<file path="config.mk">
export PLATFORM = sky130hd
export DESIGN_NAME = ple_top
export DESIGN_NICKNAME = d
export VERILOG_FILES = /design/src/rtl/ple_pkg.sv /design/src/rtl/ple_sync.sv /design/src/rtl/ple_lut.sv /design/src/rtl/ple_top.sv
export VERILOG_INCLUDE_DIRS = /design/src /design/src/rtl
export SDC_FILE = /design/constraint.sdc
export NUM_CORES = 1
export LEC_CHECK = 0
export ABC_AREA = 0
export BUFFER_PORTS_ARGS = -buffer_cell sky130_fd_sc_hd__buf_2
export CELL_PAD_IN_SITES_DETAIL_PLACEMENT = 1
export CELL_PAD_IN_SITES_GLOBAL_PLACEMENT = 1
export CORE_MARGIN = 2
export CORE_UTILIZATION = 43
export CTS_CLUSTER_DIAMETER = 150
export CTS_CLUSTER_SIZE = 20
export DETAILED_ROUTE_END_ITERATION = 10
export GPL_ROUTABILITY_DRIVEN = 0
export PLACE_DENSITY = 0.83
export SLEW_MARGIN = 0
export SYNTH_ARGS = -nofsm -noshare
export SYNTH_HDL_FRONTEND = slang
export SYNTH_SLANG_ARGS = --single-unit
</file>
<file path="constraint.sdc">
create_clock -name pclk -period 4.4 [get_ports pclk]
set_input_delay 0.22 -clock pclk [delete_from_list [all_inputs] [get_ports pclk]]
set_output_delay 0.22 -clock pclk [all_outputs]
set_load 0.005 [all_outputs]
</file>
<file path="src/rtl/ple_defines.svh">
`ifndef PLE_DEFINES_SVH
`define PLE_DEFINES_SVH

// ----------------------------------------------------------------
// Register map (byte addresses on the APB port)
// ----------------------------------------------------------------
`define PLE_ADDR_W 12
`define PLE_ADDR_CTRL 12'h000
`define PLE_ADDR_TRUTH 12'h004
`define PLE_ADDR_STATUS 12'h008

// ----------------------------------------------------------------
// Reset values
// ----------------------------------------------------------------
`define PLE_CTRL_RST 32'h0000_03F0
`define PLE_TRUTH_RST 16'h0000
`define PLE_ZERO_WORD 32'h0000_0000

// ----------------------------------------------------------------
// Widths
// ----------------------------------------------------------------
`define PLE_TRUTH_W 16
`define PLE_STRB_W 4
`define PLE_SYNC_W 6

`endif

</file>
<file path="src/rtl/ple_pkg.sv">
package ple_pkg;

  // ----------------------------------------------------------------
  // Configuration enumerations
  // ----------------------------------------------------------------
  typedef enum logic [1:0] {
    PLE_MODE_NORMAL = 2'b00,
    PLE_MODE_ARITH  = 2'b01,
    PLE_MODE_UPDN   = 2'b10,
    PLE_MODE_CLRCNT = 2'b11
  } ple_mode_t;

  typedef enum logic [1:0] {
    PLE_FF_D  = 2'b00,
    PLE_FF_T  = 2'b01,
    PLE_FF_JK = 2'b10,
    PLE_FF_SR = 2'b11
  } ple_ff_t;

  typedef enum logic [1:0] {
    PLE_SRC_GLOBAL = 2'b00,
    PLE_SRC_PIN    = 2'b01,
    PLE_SRC_INTERN = 2'b10,
    PLE_SRC_NONE   = 2'b11
  } ple_src_t;

  // Control register layout, bit 0 is mode[0]
  typedef struct packed {
    logic [12:0] pad;
    logic skip_out_en;
    logic skip_in_sel;
    logic chain_end;
    logic chain_start;
    logic route_sel;
    logic local_sel;
    logic casc_and;
    logic casc_en;
    logic ena_use;
    ple_src_t pre_src;
    ple_src_t clr_src;
    ple_src_t clk_src;
    ple_ff_t ff_type;
    ple_mode_t mode;
  } ple_ctrl_t;

  // Register control triple from one source kind
  typedef struct packed {
    logic clk;
    logic clr;
    logic pre;
  } ple_ctl_t;

  // Chain links to and from neighbouring elements
  typedef struct packed {
    logic carry;
    logic cascade;
    logic carry_skip;
  } ple_chain_t;

endpackage : ple_pkg

</file>
<file path="src/rtl/ple_sync.sv">
`timescale 1ns/1ps
`include "ple_defines.svh"

module ple_sync import ple_pkg::*; #(
  parameter int W = `PLE_SYNC_W
) (
  // Clock and reset
  input wire logic pclk,
  input wire logic presetn,
  // Levels from outside the clock domain
  input wire logic [W-1:0] async_in,
  output logic [W-1:0] sync_out
);

  logic [W-1:0] meta;

  // Two-flop synchroniser; first stage feeds only the second
  always_ff @(posedge pclk or negedge presetn) begin
    if (!presetn) begin
      meta <= '0;
      sync_out <= '0;
    end else begin
      meta <= async_in;
      sync_out <= meta;
    end
  end

endmodule : ple_sync

</file>
<file path="src/rtl/ple_lut.sv">
`timescale 1ns/1ps
`include "ple_defines.svh"

module ple_lut import ple_pkg::*; (
  // Truth table and select
  input wire logic [`PLE_TRUTH_W-1:0] truth,
  input wire logic [3:0] idx,
  // Result
  output logic f
);

  logic [`PLE_TRUTH_W-1:0] hit;

  // One-hot entry match, then OR; keeps the mux flat and even
  genvar i;
  generate
    for (i = 0; i < `PLE_TRUTH_W; i++) begin : g_entry
      assign hit[i] = truth[i] & (idx == 4'(i));
    end
  endgenerate

  assign f = |hit;

endmodule : ple_lut

</file>
<file path="src/rtl/ple_top.sv">
`timescale 1ns/1ps
`include "ple_defines.svh"

//Contract
// - Register acts as D, T, JK or SR
// - Clock, clear, preset from global, pin, internal
// - Combinational use bypasses register, table drives output
// - Two outputs, each selects table or register
// - Carry input feeds table and next carry
// - Carry and cascade link elements in sequence
// - Long carry skips to block two ahead
// - Carry chain stops and restarts at memory
// - Exactly four configured operating modes
// - Seven inputs routed to mode-dependent destinations
// - Separate clock, clear and preset register inputs
// - Synchronous clock enable from first data input
// - Cascade builds wide functions without local routing
module ple_top import ple_pkg::*; (
  // Clock and reset
  input wire logic pclk,
  input wire logic presetn,
  // APB slave
  input wire logic psel,
  input wire logic penable,
  input wire logic pwrite,
  input wire logic [`PLE_ADDR_W-1:0] paddr,
  input wire logic [31:0] pwdata,
  input wire logic [`PLE_STRB_W-1:0] pstrb,
  output logic [31:0] prdata,
  output logic pready,
  output logic pslverr,
  // Data inputs from local interconnect
  input wire logic [3:0] data_in,
  // Register controls, three source kinds
  input wire ple_ctl_t glb_ctl,
  input wire ple_ctl_t pin_ctl,
  input wire ple_ctl_t int_ctl,
  // Chain links from previous element
  input wire ple_chain_t chain_in,
  // Chain links to next element
  output ple_chain_t chain_out,
  // Element outputs
  output logic local_out,
  output logic route_out
);

  // ----------------------------------------------------------------
  // Configuration registers
  // ----------------------------------------------------------------
  ple_ctrl_t ctrl;
  logic [`PLE_TRUTH_W-1:0] truth;
  logic [31:0] ctrl_word;
  logic [31:0] truth_word;
  logic [31:0] status_word;
  logic [31:0] next_ctrl;
  logic [31:0] next_truth;
  logic wr_acc;
  logic hit;
  logic q;

  assign wr_acc = psel && penable && pwrite;
  assign ctrl_word = ctrl;
  assign truth_word = {16'h0000, truth};
  assign hit = (paddr == `PLE_ADDR_CTRL) || (paddr == `PLE_ADDR_TRUTH) ||
               (paddr == `PLE_ADDR_STATUS);

  // Byte lanes merge under pstrb
  genvar b;
  generate
    for (b = 0; b < `PLE_STRB_W; b++) begin : g_lane
      assign next_ctrl[b*8 +: 8] = pstrb[b] ? pwdata[b*8 +: 8] : ctrl_word[b*8 +: 8];
      assign next_truth[b*8 +: 8] = pstrb[b] ? pwdata[b*8 +: 8] : truth_word[b*8 +: 8];
    end
  endgenerate

  // Writes land at the access edge; pad bits stay zero
  always_ff @(posedge pclk or negedge presetn) begin
    if (!presetn) begin
      ctrl <= ple_ctrl_t'(`PLE_CTRL_RST);
    end else if (wr_acc && paddr == `PLE_ADDR_CTRL) begin
      ctrl <= ple_ctrl_t'({13'h0000, next_ctrl[18:0]});
    end
  end

  always_ff @(posedge pclk or negedge presetn) begin
    if (!presetn) begin
      truth <= `PLE_TRUTH_RST;
    end else if (wr_acc && paddr == `PLE_ADDR_TRUTH) begin
      truth <= next_truth[`PLE_TRUTH_W-1:0];
    end
  end

  // Read data captured in setup so it is a flop in the access phase
  always_ff @(posedge pclk or negedge presetn) begin
    if (!presetn) begin
      prdata <= `PLE_ZERO_WORD;
    end else if (psel && !penable && !pwrite) begin
      case (paddr)
        `PLE_ADDR_CTRL: prdata <= ctrl_word;
        `PLE_ADDR_TRUTH: prdata <= truth_word;
        `PLE_ADDR_STATUS: prdata <= status_word;
        default: prdata <= `PLE_ZERO_WORD;
      endcase
    end
  end

  // Zero wait states; unmapped address answers with an error
  assign pready = 1'b1;
  assign pslverr = psel && penable && !hit;

  // ----------------------------------------------------------------
  // Control source selection
  // ----------------------------------------------------------------
  logic [`PLE_SYNC_W-1:0] ext_sync;
  ple_ctl_t glb_s;
  ple_ctl_t pin_s;
  logic clk_lvl;
  logic clk_prev;
  logic clr_act;
  logic pre_act;
  logic clk_rise;
  logic tick;

  // Global and pin controls come from outside the domain
  ple_sync #(.W(`PLE_SYNC_W)) u_sync (
    .pclk(pclk),
    .presetn(presetn),
    .async_in({glb_ctl, pin_ctl}),
    .sync_out(ext_sync)
  );

  assign glb_s = ext_sync[5:3];
  assign pin_s = ext_sync[2:0];

  function automatic logic pick(input ple_src_t s, input logic g, input logic p,
                                input logic i);
    case (s)
      PLE_SRC_GLOBAL: pick = g;
      PLE_SRC_PIN: pick = p;
      PLE_SRC_INTERN: pick = i;
      default: pick = 1'b0;
    endcase
  endfunction : pick

  // Each control chooses its own source kind
  assign clk_lvl = pick(ctrl.clk_src, glb_s.clk, pin_s.clk, int_ctl.clk);
  assign clr_act = pick(ctrl.clr_src, glb_s.clr, pin_s.clr, int_ctl.clr);
  assign pre_act = pick(ctrl.pre_src, glb_s.pre, pin_s.pre, int_ctl.pre);

  // Source clock seen as a rising-edge enable on pclk
  always_ff @(posedge pclk or negedge presetn) begin
    if (!presetn) begin
      clk_prev <= 1'b0;
    end else begin
      clk_prev <= clk_lvl;
    end
  end

  assign clk_rise = clk_lvl && !clk_prev;
  // First data input gates the load when enabled
  assign tick = clk_rise && (!ctrl.ena_use || data_in[0]);

  // ----------------------------------------------------------------
  // Lookup table and carry
  // ----------------------------------------------------------------
  logic cin;
  logic [3:0] idx_a;
  logic [3:0] idx_b;
  logic f_a;
  logic f_b;
  logic is_arith;
  logic comb;
  logic carry_nx;

  // Start of chain ignores the incoming carry; skip link optional
  assign cin = ctrl.chain_start ? 1'b0 :
               (ctrl.skip_in_sel ? chain_in.carry_skip : chain_in.carry);
  assign is_arith = (ctrl.mode != PLE_MODE_NORMAL);

  // Mode steers the seven inputs into the table
  always_comb begin
    idx_a = data_in;
    idx_b = 4'h0;
    case (ctrl.mode)
      PLE_MODE_NORMAL: begin
        idx_a = data_in;
      end
      PLE_MODE_ARITH: begin
        idx_a = {1'b0, data_in[0], data_in[1], cin};
        idx_b = {1'b1, data_in[0], data_in[1], cin};
      end
      PLE_MODE_UPDN, PLE_MODE_CLRCNT: begin
        idx_a = {1'b0, data_in[2], q, cin};
        idx_b = {1'b1, data_in[2], q, cin};
      end
      default: begin
        idx_a = data_in;
      end
    endcase
  end

  // Low half gives sum, high half gives carry in split modes
  ple_lut u_lut_a (
    .truth(truth),
    .idx(idx_a),
    .f(f_a)
  );

  ple_lut u_lut_b (
    .truth(truth),
    .idx(idx_b),
    .f(f_b)
  );

  // Carry forward; normal mode passes it straight on
  assign carry_nx = is_arith ? f_b : cin;

  // Cascade joins the neighbour's result without local routing
  always_comb begin
    comb = f_a;
    if (ctrl.casc_en) begin
      comb = ctrl.casc_and ? (f_a & chain_in.cascade) : (f_a | chain_in.cascade);
    end
  end

  // Chain end blocks carry at the memory block boundary
  assign chain_out.carry = ctrl.chain_end ? 1'b0 : carry_nx;
  assign chain_out.cascade = comb;
  assign chain_out.carry_skip = (ctrl.skip_out_en && !ctrl.chain_end) ? carry_nx : 1'b0;

  // ----------------------------------------------------------------
  // Programmable register
  // ----------------------------------------------------------------
  logic next_q;

  // Counter modes load plainly; the flip-flop kind applies otherwise
  always_comb begin
    next_q = q;
    case (ctrl.mode)
      PLE_MODE_UPDN: begin
        next_q = data_in[3] ? data_in[1] : f_a;
      end
      PLE_MODE_CLRCNT: begin
        next_q = data_in[3] ? 1'b0 : f_a;
      end
      default: begin
        case (ctrl.ff_type)
          PLE_FF_D: next_q = comb;
          PLE_FF_T: next_q = q ^ comb;
          PLE_FF_JK: next_q = (comb && !q) || (!data_in[3] && q);
          PLE_FF_SR: begin
            // Both set and reset high holds the state
            if (comb && !data_in[3]) begin
              next_q = 1'b1;
            end else if (data_in[3] && !comb) begin
              next_q = 1'b0;
            end else begin
              next_q = q;
            end
          end
          default: next_q = q;
        endcase
      end
    endcase
  end

  // Clear beats preset beats clock; all sampled on pclk
  always_ff @(posedge pclk or negedge presetn) begin
    if (!presetn) begin
      q <= 1'b0;
    end else if (clr_act) begin
      q <= 1'b0;
    end else if (pre_act) begin
      q <= 1'b1;
    end else if (tick) begin
      q <= next_q;
    end
  end

  // ----------------------------------------------------------------
  // Outputs and status
  // ----------------------------------------------------------------
  // Each output picks on its own, so table and register can differ
  assign local_out = ctrl.local_sel ? q : comb;
  assign route_out = ctrl.route_sel ? q : comb;

  assign status_word = {26'h0000000, chain_out.carry_skip, chain_out.carry, f_b, f_a,
                        comb, q};
endmodule : ple_top

</file>
== Word-level counts from Yosys, hierarchy flattened ==
Cells that the tools add are included.
Word-level totals
  RAM bits: 0
  bits in read-only memories: 0
  word-level logic and storage cells: 171
  register bits after elaboration: 81
  memories: 0
  output and inout port bits: 39
  bits in latches: 0
Cells by class
  div/mod/pow operators: 0
  reduce and logical (&&, ||, !) cells: 46
  multiply operators: 0
  equality and inequality tests: 45
  muxes and demuxes: 24
  shift-type cells: 0
  bitwise operators: 35
  add/sub/neg operators: 0
  $lt $le $gt $ge: 0
Operators with widths (count)
  == test 4 bit, second input constant: 16
  one-hot mux 19 bit (3 select lines): 1
  bitwise AND 1 bit: 33
  == test 4 x 3 -> 1 bit, second input constant: 8
  OR reduction 16 bit: 2
  == test 4 x 2 -> 1 bit, second input constant: 4
  two-way mux 1 bit: 16
  == test 2 bit, second input constant: 7
  logical AND 1 bit: 14
  == test 12 x 3 -> 1 bit, second input constant: 1
  == test 12 x 4 -> 1 bit, second input constant: 1
  zero test 12 bit: 1
  one-hot mux 4 bit (3 select lines): 1
  AND reduction 2 bit: 6
  == test 2 x 1 -> 1 bit, second input constant: 5
  zero test 2 bit: 5
  zero test 1 bit: 9
  one-hot mux 1 bit (3 select lines): 3
  == test 4 x 1 -> 1 bit, second input constant: 2
  zero test 4 bit: 2
  one-hot mux 4 bit (2 select lines): 1
  != test 7 x 5 -> 1 bit, second input constant: 1
  logical OR 1 bit: 4
  one-hot mux 1 bit (4 select lines): 1
  6 further kinds: 6

== Depth between registers and ports, before layout ==
Gate-level depths: netlist of the first run.
  depth in word-level cells: 18
  depth in mapped cells: 12
  mapped depth without buffers: 10

== Cells and area by module ==
Synthesis of the first run repeated with hierarchy kept, for this count alone.
Second synthesis, totals
  cell total of the unflattened synthesis: 294
  area total of the unflattened synthesis: 3405.8 sq um
By module, submodules not included
  ple_top: seq. area each 1408.9 sq um, instances 1, area an instance 2835.2 sq um, cells each 268
  ple_sync: seq. area each 300.3 sq um, instances 1, area an instance 300.3 sq um, cells each 12
  ple_lut: seq. area each 0.0 sq um, instances 2, area an instance 135.1 sq um, cells each 7

== Least setup slack after synthesis of the first run ==
Ideal clock, no wire load.
  path kind: register to register
  from: register ctrl[0] (netlist bit)
  to: register q
  clock period less this slack: 2.510 ns
  stages on the path, launching flop included: 10
  path slack: 1.890 ns
  arrival: 2.384 ns
  required time: 4.274 ns
  library setup time: 0.126 ns
  cells stage by stage: dfrtp_1 buf_6 or3b_4 a221o_1 a211oi_2 a31o_4 o41ai_2 a2111oi_1 nor2_1 o311a_1
On the way
  word-level cells in the longest chain between the ends: 16
  elaborated cells between the ends (all ways): 59
  those cells by class: eq/ne (19); mux (11); bitwise (19); reduce/logical (10)
RTL lines
  from (decl): line ple_top.sv:50  | ple_ctrl_t ctrl;
  from (signal assigned): line ple_top.sv:79  | ctrl <= ple_ctrl_t'(`PLE_CTRL_RST);
  from (signal assigned): line ple_top.sv:81  | ctrl <= ple_ctrl_t'({13'h0000, next_ctrl[18:0]});
  == test 2 bit: line ple_top.sv:184, ple_top.sv:239
  OR reduction 2 bit: line ple_top.sv:184  | case (ctrl.mode)
  one-hot mux 4 bit (3 select lines): line ple_top.sv:184
  == test 4 x 1 -> 1 bit (tied with other cells): line ple_lut.sv:18  | assign hit[i] = truth[i] & (idx == 4'(i));
  bitwise AND 1 bit: line ple_lut.sv:18
  OR reduction 16 bit: line ple_lut.sv:22  | assign f = |hit;
  OR 1 bit / bitwise AND 1 bit (equally long branches): line ple_top.sv:222  | comb = ctrl.casc_and ? (f_a & chain_in.cascade) : (f_a | chain_in.cascade);
  two-way mux 1 bit: line ple_top.sv:222
  two-way mux 1 bit: line ple_top.sv:221  | if (ctrl.casc_en) begin
  logical AND 1 bit (on tied branches): line ple_top.sv:253, ple_top.sv:250
  two-way mux 1 bit / logical OR 1 bit (equally long branches): line ple_top.sv:253, ple_top.sv:250
  one-hot mux 1 bit (4 select lines): line ple_top.sv:247  | case (ctrl.ff_type)
  one-hot mux 1 bit (2 select lines): line ple_top.sv:239  | case (ctrl.mode)
  two-way mux 1 bit: line ple_top.sv:275  | end else if (tick) begin
  two-way mux 1 bit: line ple_top.sv:273  | end else if (pre_act) begin
  two-way mux 1 bit: line ple_top.sv:271  | end else if (clr_act) begin
  to (signal assigned): line ple_top.sv:276  | q <= next_q;
  to (decl): line ple_top.sv:59  | logic q;
Parallel ways exist; a longest one is shown, timed or not. The select of a mux whose other input is x is not followed.
A chain may end at the register's enable or synchronous reset.

== Final worst setup path of the first run ==
  from: register ctrl[1] (netlist bit)
  to: output local_out
On the way
  word-level cells in the longest chain between the ends: 10
  elaborated cells between the ends (all ways): 44
  those cells by class: eq/ne (18); mux (4); bitwise (18); reduce/logical (4)
RTL lines
  == test 2 bit: line ple_top.sv:184
  OR reduction 2 bit: line ple_top.sv:184
  one-hot mux 4 bit (3 select lines) (*): line ple_top.sv:184
  == test 4 x 1 -> 1 bit (tied with other cells): line ple_lut.sv:18
  bitwise AND 1 bit: line ple_lut.sv:18
  OR reduction 16 bit (*): line ple_lut.sv:22
  OR 1 bit / bitwise AND 1 bit (equally long branches): line ple_top.sv:222
  two-way mux 1 bit: line ple_top.sv:222
  two-way mux 1 bit (*): line ple_top.sv:221
  two-way mux 1 bit (*): line ple_top.sv:284  | assign local_out = ctrl.local_sel ? q : comb;
  to (decl): line ple_top.sv:43  | output logic local_out,
Mark *: on every way between the ends. The rest lies on a longest branch, timed or not.

==> results of run 1 <==
-- area by class of cell --
class	instances	area (sq um)	share of cell area, %
clock inverters	4	25.02	0.5931
multi-input cells	238	1719	40.75
repair buffers	87	470.5	11.15
inverters	5	18.77	0.4448
well taps	105	131.4	3.114
clock buffers	12	145.1	3.440
flip-flops and latches	68	1709	40.51
-- through the flow --
stage	total power [mW]	util (%)
global route	1.250	51.61
finish	1.194	51.61
detailed placement	0.7542	48.79
global placement	0.7506	48.79
CTS	1.207	51.61
floorplan	0.7071	-
-- cell families (layout without fill, tap and decap cells) --
kind of cell           count (synthesis)  in the layout  share of synthesized area, %
other                                  2             14                        0.2088
buffers and inverters                 37            108                         5.948
AND/OR/NAND/NOR                       96             96                         13.60
multiplexers                          65             65                         19.97
AO/OA/AOI/OAI                         63             63                         12.77
flip-flops                            68             68                         47.51
-- Yosys cell counts, drive strengths merged (4+ instances only) --
master / number / area [sq um]
buf: 19 / 146.4
nand3: 8 / 40.04
and3: 5 / 31.28
mux2: 34 / 382.9
or2: 4 / 25.03
nor2: 20 / 77.58
o21ai: 15 / 75.07
a21oi: 12 / 63.81
mux2i: 30 / 312.8
nand2b: 6 / 37.54
clkbuf: 13 / 48.80
nand2: 35 / 131.4
dfstp: 6 / 157.7
o31ai: 12 / 90.09
a31oi: 4 / 25.02
dfrtp: 62 / 1551
inv: 5 / 18.76
nand3b: 5 / 37.54
-- power groups by stage --
| stage | logic, mW | registers [mW] | clock network, mW |
|---|---|---|---|
| finish | 0.109 | 0.637 | 0.448 |
| global route | 0.122 | 0.637 | 0.491 |
| CTS | 0.110 | 0.637 | 0.459 |
| detailed placement | 0.105 | 0.649 | 0 |
| global placement | 0.102 | 0.648 | 0 |
| floorplan | 0.0618 | 0.645 | 0 |
-- layer usage --
metal / vias up / wire length, um / GRT usage, %
met5: - / 0 / 0
met2: 89 / 4636 / 38.09
met3: 18 / 412 / 3.715
li1: 1319 / - / -
met4: 0 / 218 / 8.810
met1: 1407 / 3918 / 26.84
-- sequential cells by signal (all words and copies together) (netlist names) --
signal           cells
clk_prev             1
q                    1
ctrl                19
u_sync.meta          6
u_sync.sync_out      6
truth               16
prdata              19
-- final timing paths --
path | start | end | cells after the start
worst max-delay path | ctrl[1]$_DFFE_PN0P_ | local_out | 8
worst min-delay path | presetn | u_sync.sync_out[4]$_DFF_PN0_ | 2
worst max register to register | ctrl[1]$_DFFE_PN0P_ | q$_DFFE_PN0P_ | 10
worst min register to register | u_sync.meta[1]$_DFF_PN0_ | u_sync.sync_out[1]$_DFF_PN0_ | 0
max in group asynchronous | presetn | u_sync.sync_out[0]$_DFF_PN0_ | 2
min in group pclk | pwdata[17] | ctrl[17]$_DFFE_PN0P_ | 2
==> metrics.md, run 1 <==
| Metric | Value |
|---|---|
| Outcome | finished clean |
| Worst setup SP type | flip-flop |
| CP cell instances | nor2_2, o31ai_1, mux2_2, a32oi_2, nor3b_4, a21oi_2, o21ai_0, buf_2 |
| Peak Freq | between 0.3 and 0.4 GHz |
| Vias in the first global route | roughly 3k |
| Post-synth EDFFs | 0 |
| WL/cell | roughly 18 um |
| Vias per std cell | between 5 and 6 |
| Finished Layout Cells | roughly 520 |
| Worst VDD drop | between 0.1 and 0.15 mV |
| Clock power share | ~38% |
| Slew HR | between 40 and 50% |
| Fin. Hold Viols | 0 |
| Switching Fraction | 24.98% |
| Max H-tree Level | 3 |
| Via Count | 2833 |
| Commonest non-fill, non-tap cells in the layout | buf_2 (79), dfrtp_1 (62), nand2_1 (35) |
| Least-Margin Pin Slew | between 800 and 900 ps |
| Core area | 8175 sq um |
| Gate Count Post-Synth | between 300 and 400 |
| Largest net degree at the start of global routing | about 70 |
| MaxCap Viol Count | 0 |
| CP Capture Type | output port |
| Final worst slack | roughly 1100 ps |
| Tcrit/Tclk final | around 75% |
| RSZ-0062 raised after global routing | no |
| Max Buffers Root-to-Sink | 2 |
| DR DRC count | 0 |
| First-pass iteration count of the detailed router | 4 |
| Internal power | between 0.8 and 0.9 mW |
| P_sw | roughly 0.30 mW |
| CP bufs+invs | 1 |
| TritonCTS clock tree | built |
| Worst min path class | input pin to asynchronous set/reset pin |
| Setup_tns | 0 ps |
| Arrival @ worst endpoint | 3060 ps |
| IO buf count | around 80 |
| Root buffer cell | clkbuf_8 |
| Gate power share | a little under a tenth |
| Total grt overflow | 0 |
| Synth unique cells | 52 |
| Fillers | approximately 960 |
| Ant diodes | 0 |
| Crit path time final | about 3300 ps |
| First-pass GRT wire length | approximately 15000 um |
| Seq cells post-synth | slightly below 70 |
| Clock slew at reported path FFs | ~70 ps |
| Final hold slack | 60.12 ps |
| Sequential-to-total area share from yosys stat | a little under half |
| Pre-CTS setup slack | around 1400 ps |
| Drt total wl | 9186 um |
| Setup violations, final | 0 |
| Most common cell after layout, fill and taps aside | buf_2 |
| GR Util All Layers | 21.84% |
| Finished Cell Area | approximately 4200 sq um |
| R2R Setup Slk | approximately 1400 ps |
| Row count | 33 |
| Final ANT Viol Nets | 0 |
| Family with the most delay on the worst path | compound AO/OA/AOI/OAI gates |
| DR iter-0 viols | 170 |
| Crit-path max FO | 12 |
| Postcts setup bufs | 0 |
| Ports | about 110 |
| Slowest cell on crit path | dfrtp_1 |
| Power per Cell Area | between 200 and 300 nW/um^2 |
| Synthesis-to-finish area growth | 17.29% |
| Setup CP Type | flip-flop to output port |
| Share of cells above drive strength 1 | around 36% |
| Die ar. | a little over 9000 sq um |
| Mean area per synthesized cell | roughly 11 sq um |
| Post-DP HPWL | between 6000 and 7000 um |
| Post-synth ARST share | 100.0% |
| Clock sinks | just under 70 |
| Ys Warns | 0 |
| CTS buffer count | 9 |
| Top FF cell, synth | dfrtp_1 |
| Critical Path Max Stage Delay | approximately 650 ps |
| # resized after CTS | 0 |
| Flop pwr share | 53.3% |
| Die H | between 90 and 100 um |
| Worst skew pair latency | approximately 350 ps |
| Hold_buf cts | 6 |
| Clock Skews | 8.808 ps |
| Initial antenna violation count | 0 |
| Static Leakage | between 2 and 2.5 nW |
| Dpl cells | a little under 500 |
| Die Width | 95.47 um |
| Critical Path RT | 4180 ps |
| Synth Cell Area | roughly 3600 sq um |
| Max-slew violation count | 0 |
| Initial Utilization | between 40% and 50% |
| Placed cell area | between 3000 and 4000 sq um |
| # nets final | 478 |
Note: power is estimated with default switching activity, not from simulation.
==> inputs of run 2 (changes only) <==
--- a/config.mk
+++ b/config.mk
@@ -11,12 +11,12 @@
 export CELL_PAD_IN_SITES_DETAIL_PLACEMENT = 1
 export CELL_PAD_IN_SITES_GLOBAL_PLACEMENT = 1
 export CORE_MARGIN = 2
-export CORE_UTILIZATION = 43
+export CORE_UTILIZATION = 36
 export CTS_CLUSTER_DIAMETER = 150
 export CTS_CLUSTER_SIZE = 20
 export DETAILED_ROUTE_END_ITERATION = 10
 export GPL_ROUTABILITY_DRIVEN = 0
-export PLACE_DENSITY = 0.83
+export PLACE_DENSITY = 0.74
 export SLEW_MARGIN = 0
 export SYNTH_ARGS = -nofsm -noshare
 export SYNTH_HDL_FRONTEND = slang
==> constraint.sdc (replaced) <==
create_clock -name pclk -period 2.83 [get_ports pclk]
set_input_delay 0.1415 -clock pclk [delete_from_list [all_inputs] [get_ports pclk]]
set_output_delay 0.1415 -clock pclk [all_outputs]
set_load 0.005 [all_outputs]
==> run 2 against run 1 <==
Net effect:
- the flow now finishes with violations (hold timing)
- hold slack got worse by 77 ps
- sequential power rose by 55%
- global-route usage fell by 3.6 points
- clock power rose by 95%
- combinational power rose by 79%
- wire length rose by 4.0%
==> metrics.md, run 2 (same netlist as run 1, synthesis figures left out) <==
| Metric | Value |
|---|---|
| Outcome | complete, but fails checks (was finished clean) |
| Failing checks | hold timing |
| Tcrit/Tclk final | 97.65% |
| Fillers | 1140 (was 963) |
| Crit path time final | between 2000 and 3000 ps |
| Via Count | 2915 (was 2833) |
| Total grt overflow | 0 (unchanged) |
| Max H-tree Level | 3 (unchanged) |
| P_sw | 0.4930 mW (was 0.2983 mW) |
| RSZ-0062 raised after global routing | yes (was no) |
| Largest net degree at the start of global routing | 69 (unchanged) |
| Ports | 108 (unchanged) |
| Most common cell after layout, fill and taps aside | buf_2 (unchanged) |
| Worst min path class | input pin to asynchronous set/reset pin (unchanged) |
| MaxCap Viol Count | 0 (unchanged) |
| First-pass iteration count of the detailed router | 4 (unchanged) |
| Setup violations, final | 0 (unchanged) |
| Synthesis-to-finish area growth | 24.28% (was 17.29%) |
| Static Leakage | 2.158 nW (was 2.058 nW) |
| Worst skew pair latency | 350 ps (about the same) |
| TritonCTS clock tree | built (unchanged) |
| Gate power share | 9.5% (was 9.1%) |
| Initial antenna violation count | 0 (unchanged) |
| Post-DP HPWL | 7064 um (was 6750 um) |
| Row count | 36 (was 33) |
| # nets final | 491 (was 478) |
| Finished Cell Area | 4471 sq um (was 4219 sq um) |
| GR Util All Layers | 18.24% (was 21.84%) |
| Vias in the first global route | 3064 (was 3014) |
| Share of cells above drive strength 1 | 40.28% (was 36.47%) |
| Die ar. | 10810 sq um (was 9114 sq um) |
| IO buf count | 79 (unchanged) |
| Arrival @ worst endpoint | 3000 ps (was 3060 ps) |
| Setup CP Type | flip-flop to flip-flop (was flip-flop to output port) |
| Worst VDD drop | 0.2272 mV (was 0.1499 mV) |
| WL/cell | 17.06 um (was 17.70 um) |
| Initial Utilization | 36.97% (was 44.00%) |
| Power per Cell Area | 460.2 nW/um^2 (was 283.0 nW/um^2) |
| First-pass GRT wire length | 15620 um (was 14890 um) |
| DR DRC count | 0 (unchanged) |
| Ant diodes | 0 (unchanged) |
| CP Capture Type | flip-flop (was output port) |
| Peak Freq | approximately 0.36 GHz |
| Max-slew violation count | 0 (unchanged) |
| Final hold slack | -16.38 ps (was 60.12 ps) |
| Crit-path max FO | 6 (was 12) |
| Clock Skews | 11.14 ps (was 8.808 ps) |
| Final ANT Viol Nets | 0 (unchanged) |
| Drt total wl | 9554 um (was 9186 um) |
| Critical Path RT | 3060 ps (was 4180 ps) |
| Least-Margin Pin Slew | 833.2 ps (was 859.4 ps) |
| Total chip power | 2.057 mW (was 1.194 mW) |
| CTS buffer count | 9 (unchanged) |
| Vias per std cell | 5.205 (was 5.459) |
| Slew HR | 44.45% (was 42.70%) |
| Worst setup SP type | flip-flop (unchanged) |
| Internal power | 1.564 mW (was 0.8959 mW) |
| Clock power share | 42.5% (was 37.5%) |
| Core area | 9729 sq um (was 8175 sq um) |
| Fin. Hold Viols | 42 (was 0) |
| Max Buffers Root-to-Sink | 2 (unchanged) |
| Flop pwr share | 48.0% (was 53.3%) |
| Die H | 104.0 um (was 95.47 um) |
| DR iter-0 viols | 164 (was 170) |
| Biggest regs | ctrl: 19 flops, prdata: 19 flops, truth: 16 flops (unchanged) |
| Switching Fraction | 23.96% (was 24.98%) |
| Commonest non-fill, non-tap cells in the layout | buf_2 (78), dfrtp_1 (60), nand2_1 (35) (was buf_2 (79), dfrtp_1 (62), nand2_1 (35)) |
| Root buffer cell | clkbuf_8 (unchanged) |
| Clock sinks | 68 (unchanged) |
| Clock slew at reported path FFs | 70 ps (about the same) |
| Die Width | 104.0 um (was 95.47 um) |
| Placed cell area | 4076 sq um (was 3989 sq um) |
## run 2: layout make-up
class | instances | area (sq um) | share of cell area (%)
Multi-Input combinational cell | 238 | 1782 | 39.85
Sequential cell | 68 | 1712 | 38.29
Timing Repair Buffer | 100 | 574.3 | 12.85
Tap cell | 133 | 166.4 | 3.722
Clock buffer | 10 | 127.6 | 2.855
Clock inverter | 6 | 90.09 | 2.015
Inverter | 5 | 18.77 | 0.4198
## run 2: worst max-delay path, cell delays in order (launching register included)
cell	delay (ps)
dfrtp_2	480
or3b_4	460
a221o_1	350
a211oi_2	260
a31o_4	160
o41ai_2	90
buf_4	160
a221o_1	330
nor2_2	140
o211ai_1	100
o311a_1	130
## run 2: timing repair
action / 4_1_cts / 5_1_grt
setup buffers: 2 / 4
gates resized for setup: 5 / 11
pin swaps: 1 / 5
hold buffers: 6 / 0
endpoints found under the hold margin: 6 / 0
endpoints found under the setup margin: 4 / 5
## run 2: metal layers
metal / wire length, um / GRT usage, % / vias up
met4: 99 / 5.212 / 0
met3: 561 / 4.699 / 13
met2: 4880 / 31.58 / 91
li1: - / - / 1347
met5: 0 / 0 / -
met1: 4013 / 22.44 / 1464
## run 2: worst paths after layout
kind / start / end / slack (ps) / depth (start not counted)
setup / recovery: ctrl[1]$_DFFE_PN0P_ / q$_DFFE_PN0P_ / 70 / 10
hold / removal: presetn / prdata[17]$_DFFE_PN0P_ / -20 / 2
setup reg to reg: ctrl[1]$_DFFE_PN0P_ / q$_DFFE_PN0P_ / 70 / 10
hold reg to reg: u_sync.meta[1]$_DFF_PN0_ / u_sync.sync_out[1]$_DFF_PN0_ / 350 / 0
max in group asynchronous: presetn / ctrl[0]$_DFFE_PN0P_ / 2260 / 2
min in group pclk: pwdata[6] / ctrl[6]$_DFFE_PN1P_ / 20 / 3
## run 2: power groups by stage
stage	clock network, mW	logic (mW)	registers, mW
floorplan	0	0.0961	1.00
CTS	0.896	0.184	0.987
global route	0.947	0.216	0.988
finish	0.875	0.195	0.987
detailed placement	0	0.172	1.01
global placement	0	0.168	1.00
## run 2: stage by stage
step	setup TNS, ps	setup WS [ps]	utilization [%]	instances
after detailed placement	0	20.91	41.90	532
after global routing	-178.2	-51.61	45.95	560
after floorplan	0	319.7	-	343
final	0	66.50	45.95	560
after CTS	-5.753	-5.753	45.01	556
after global placement	0	143.5	41.90	532
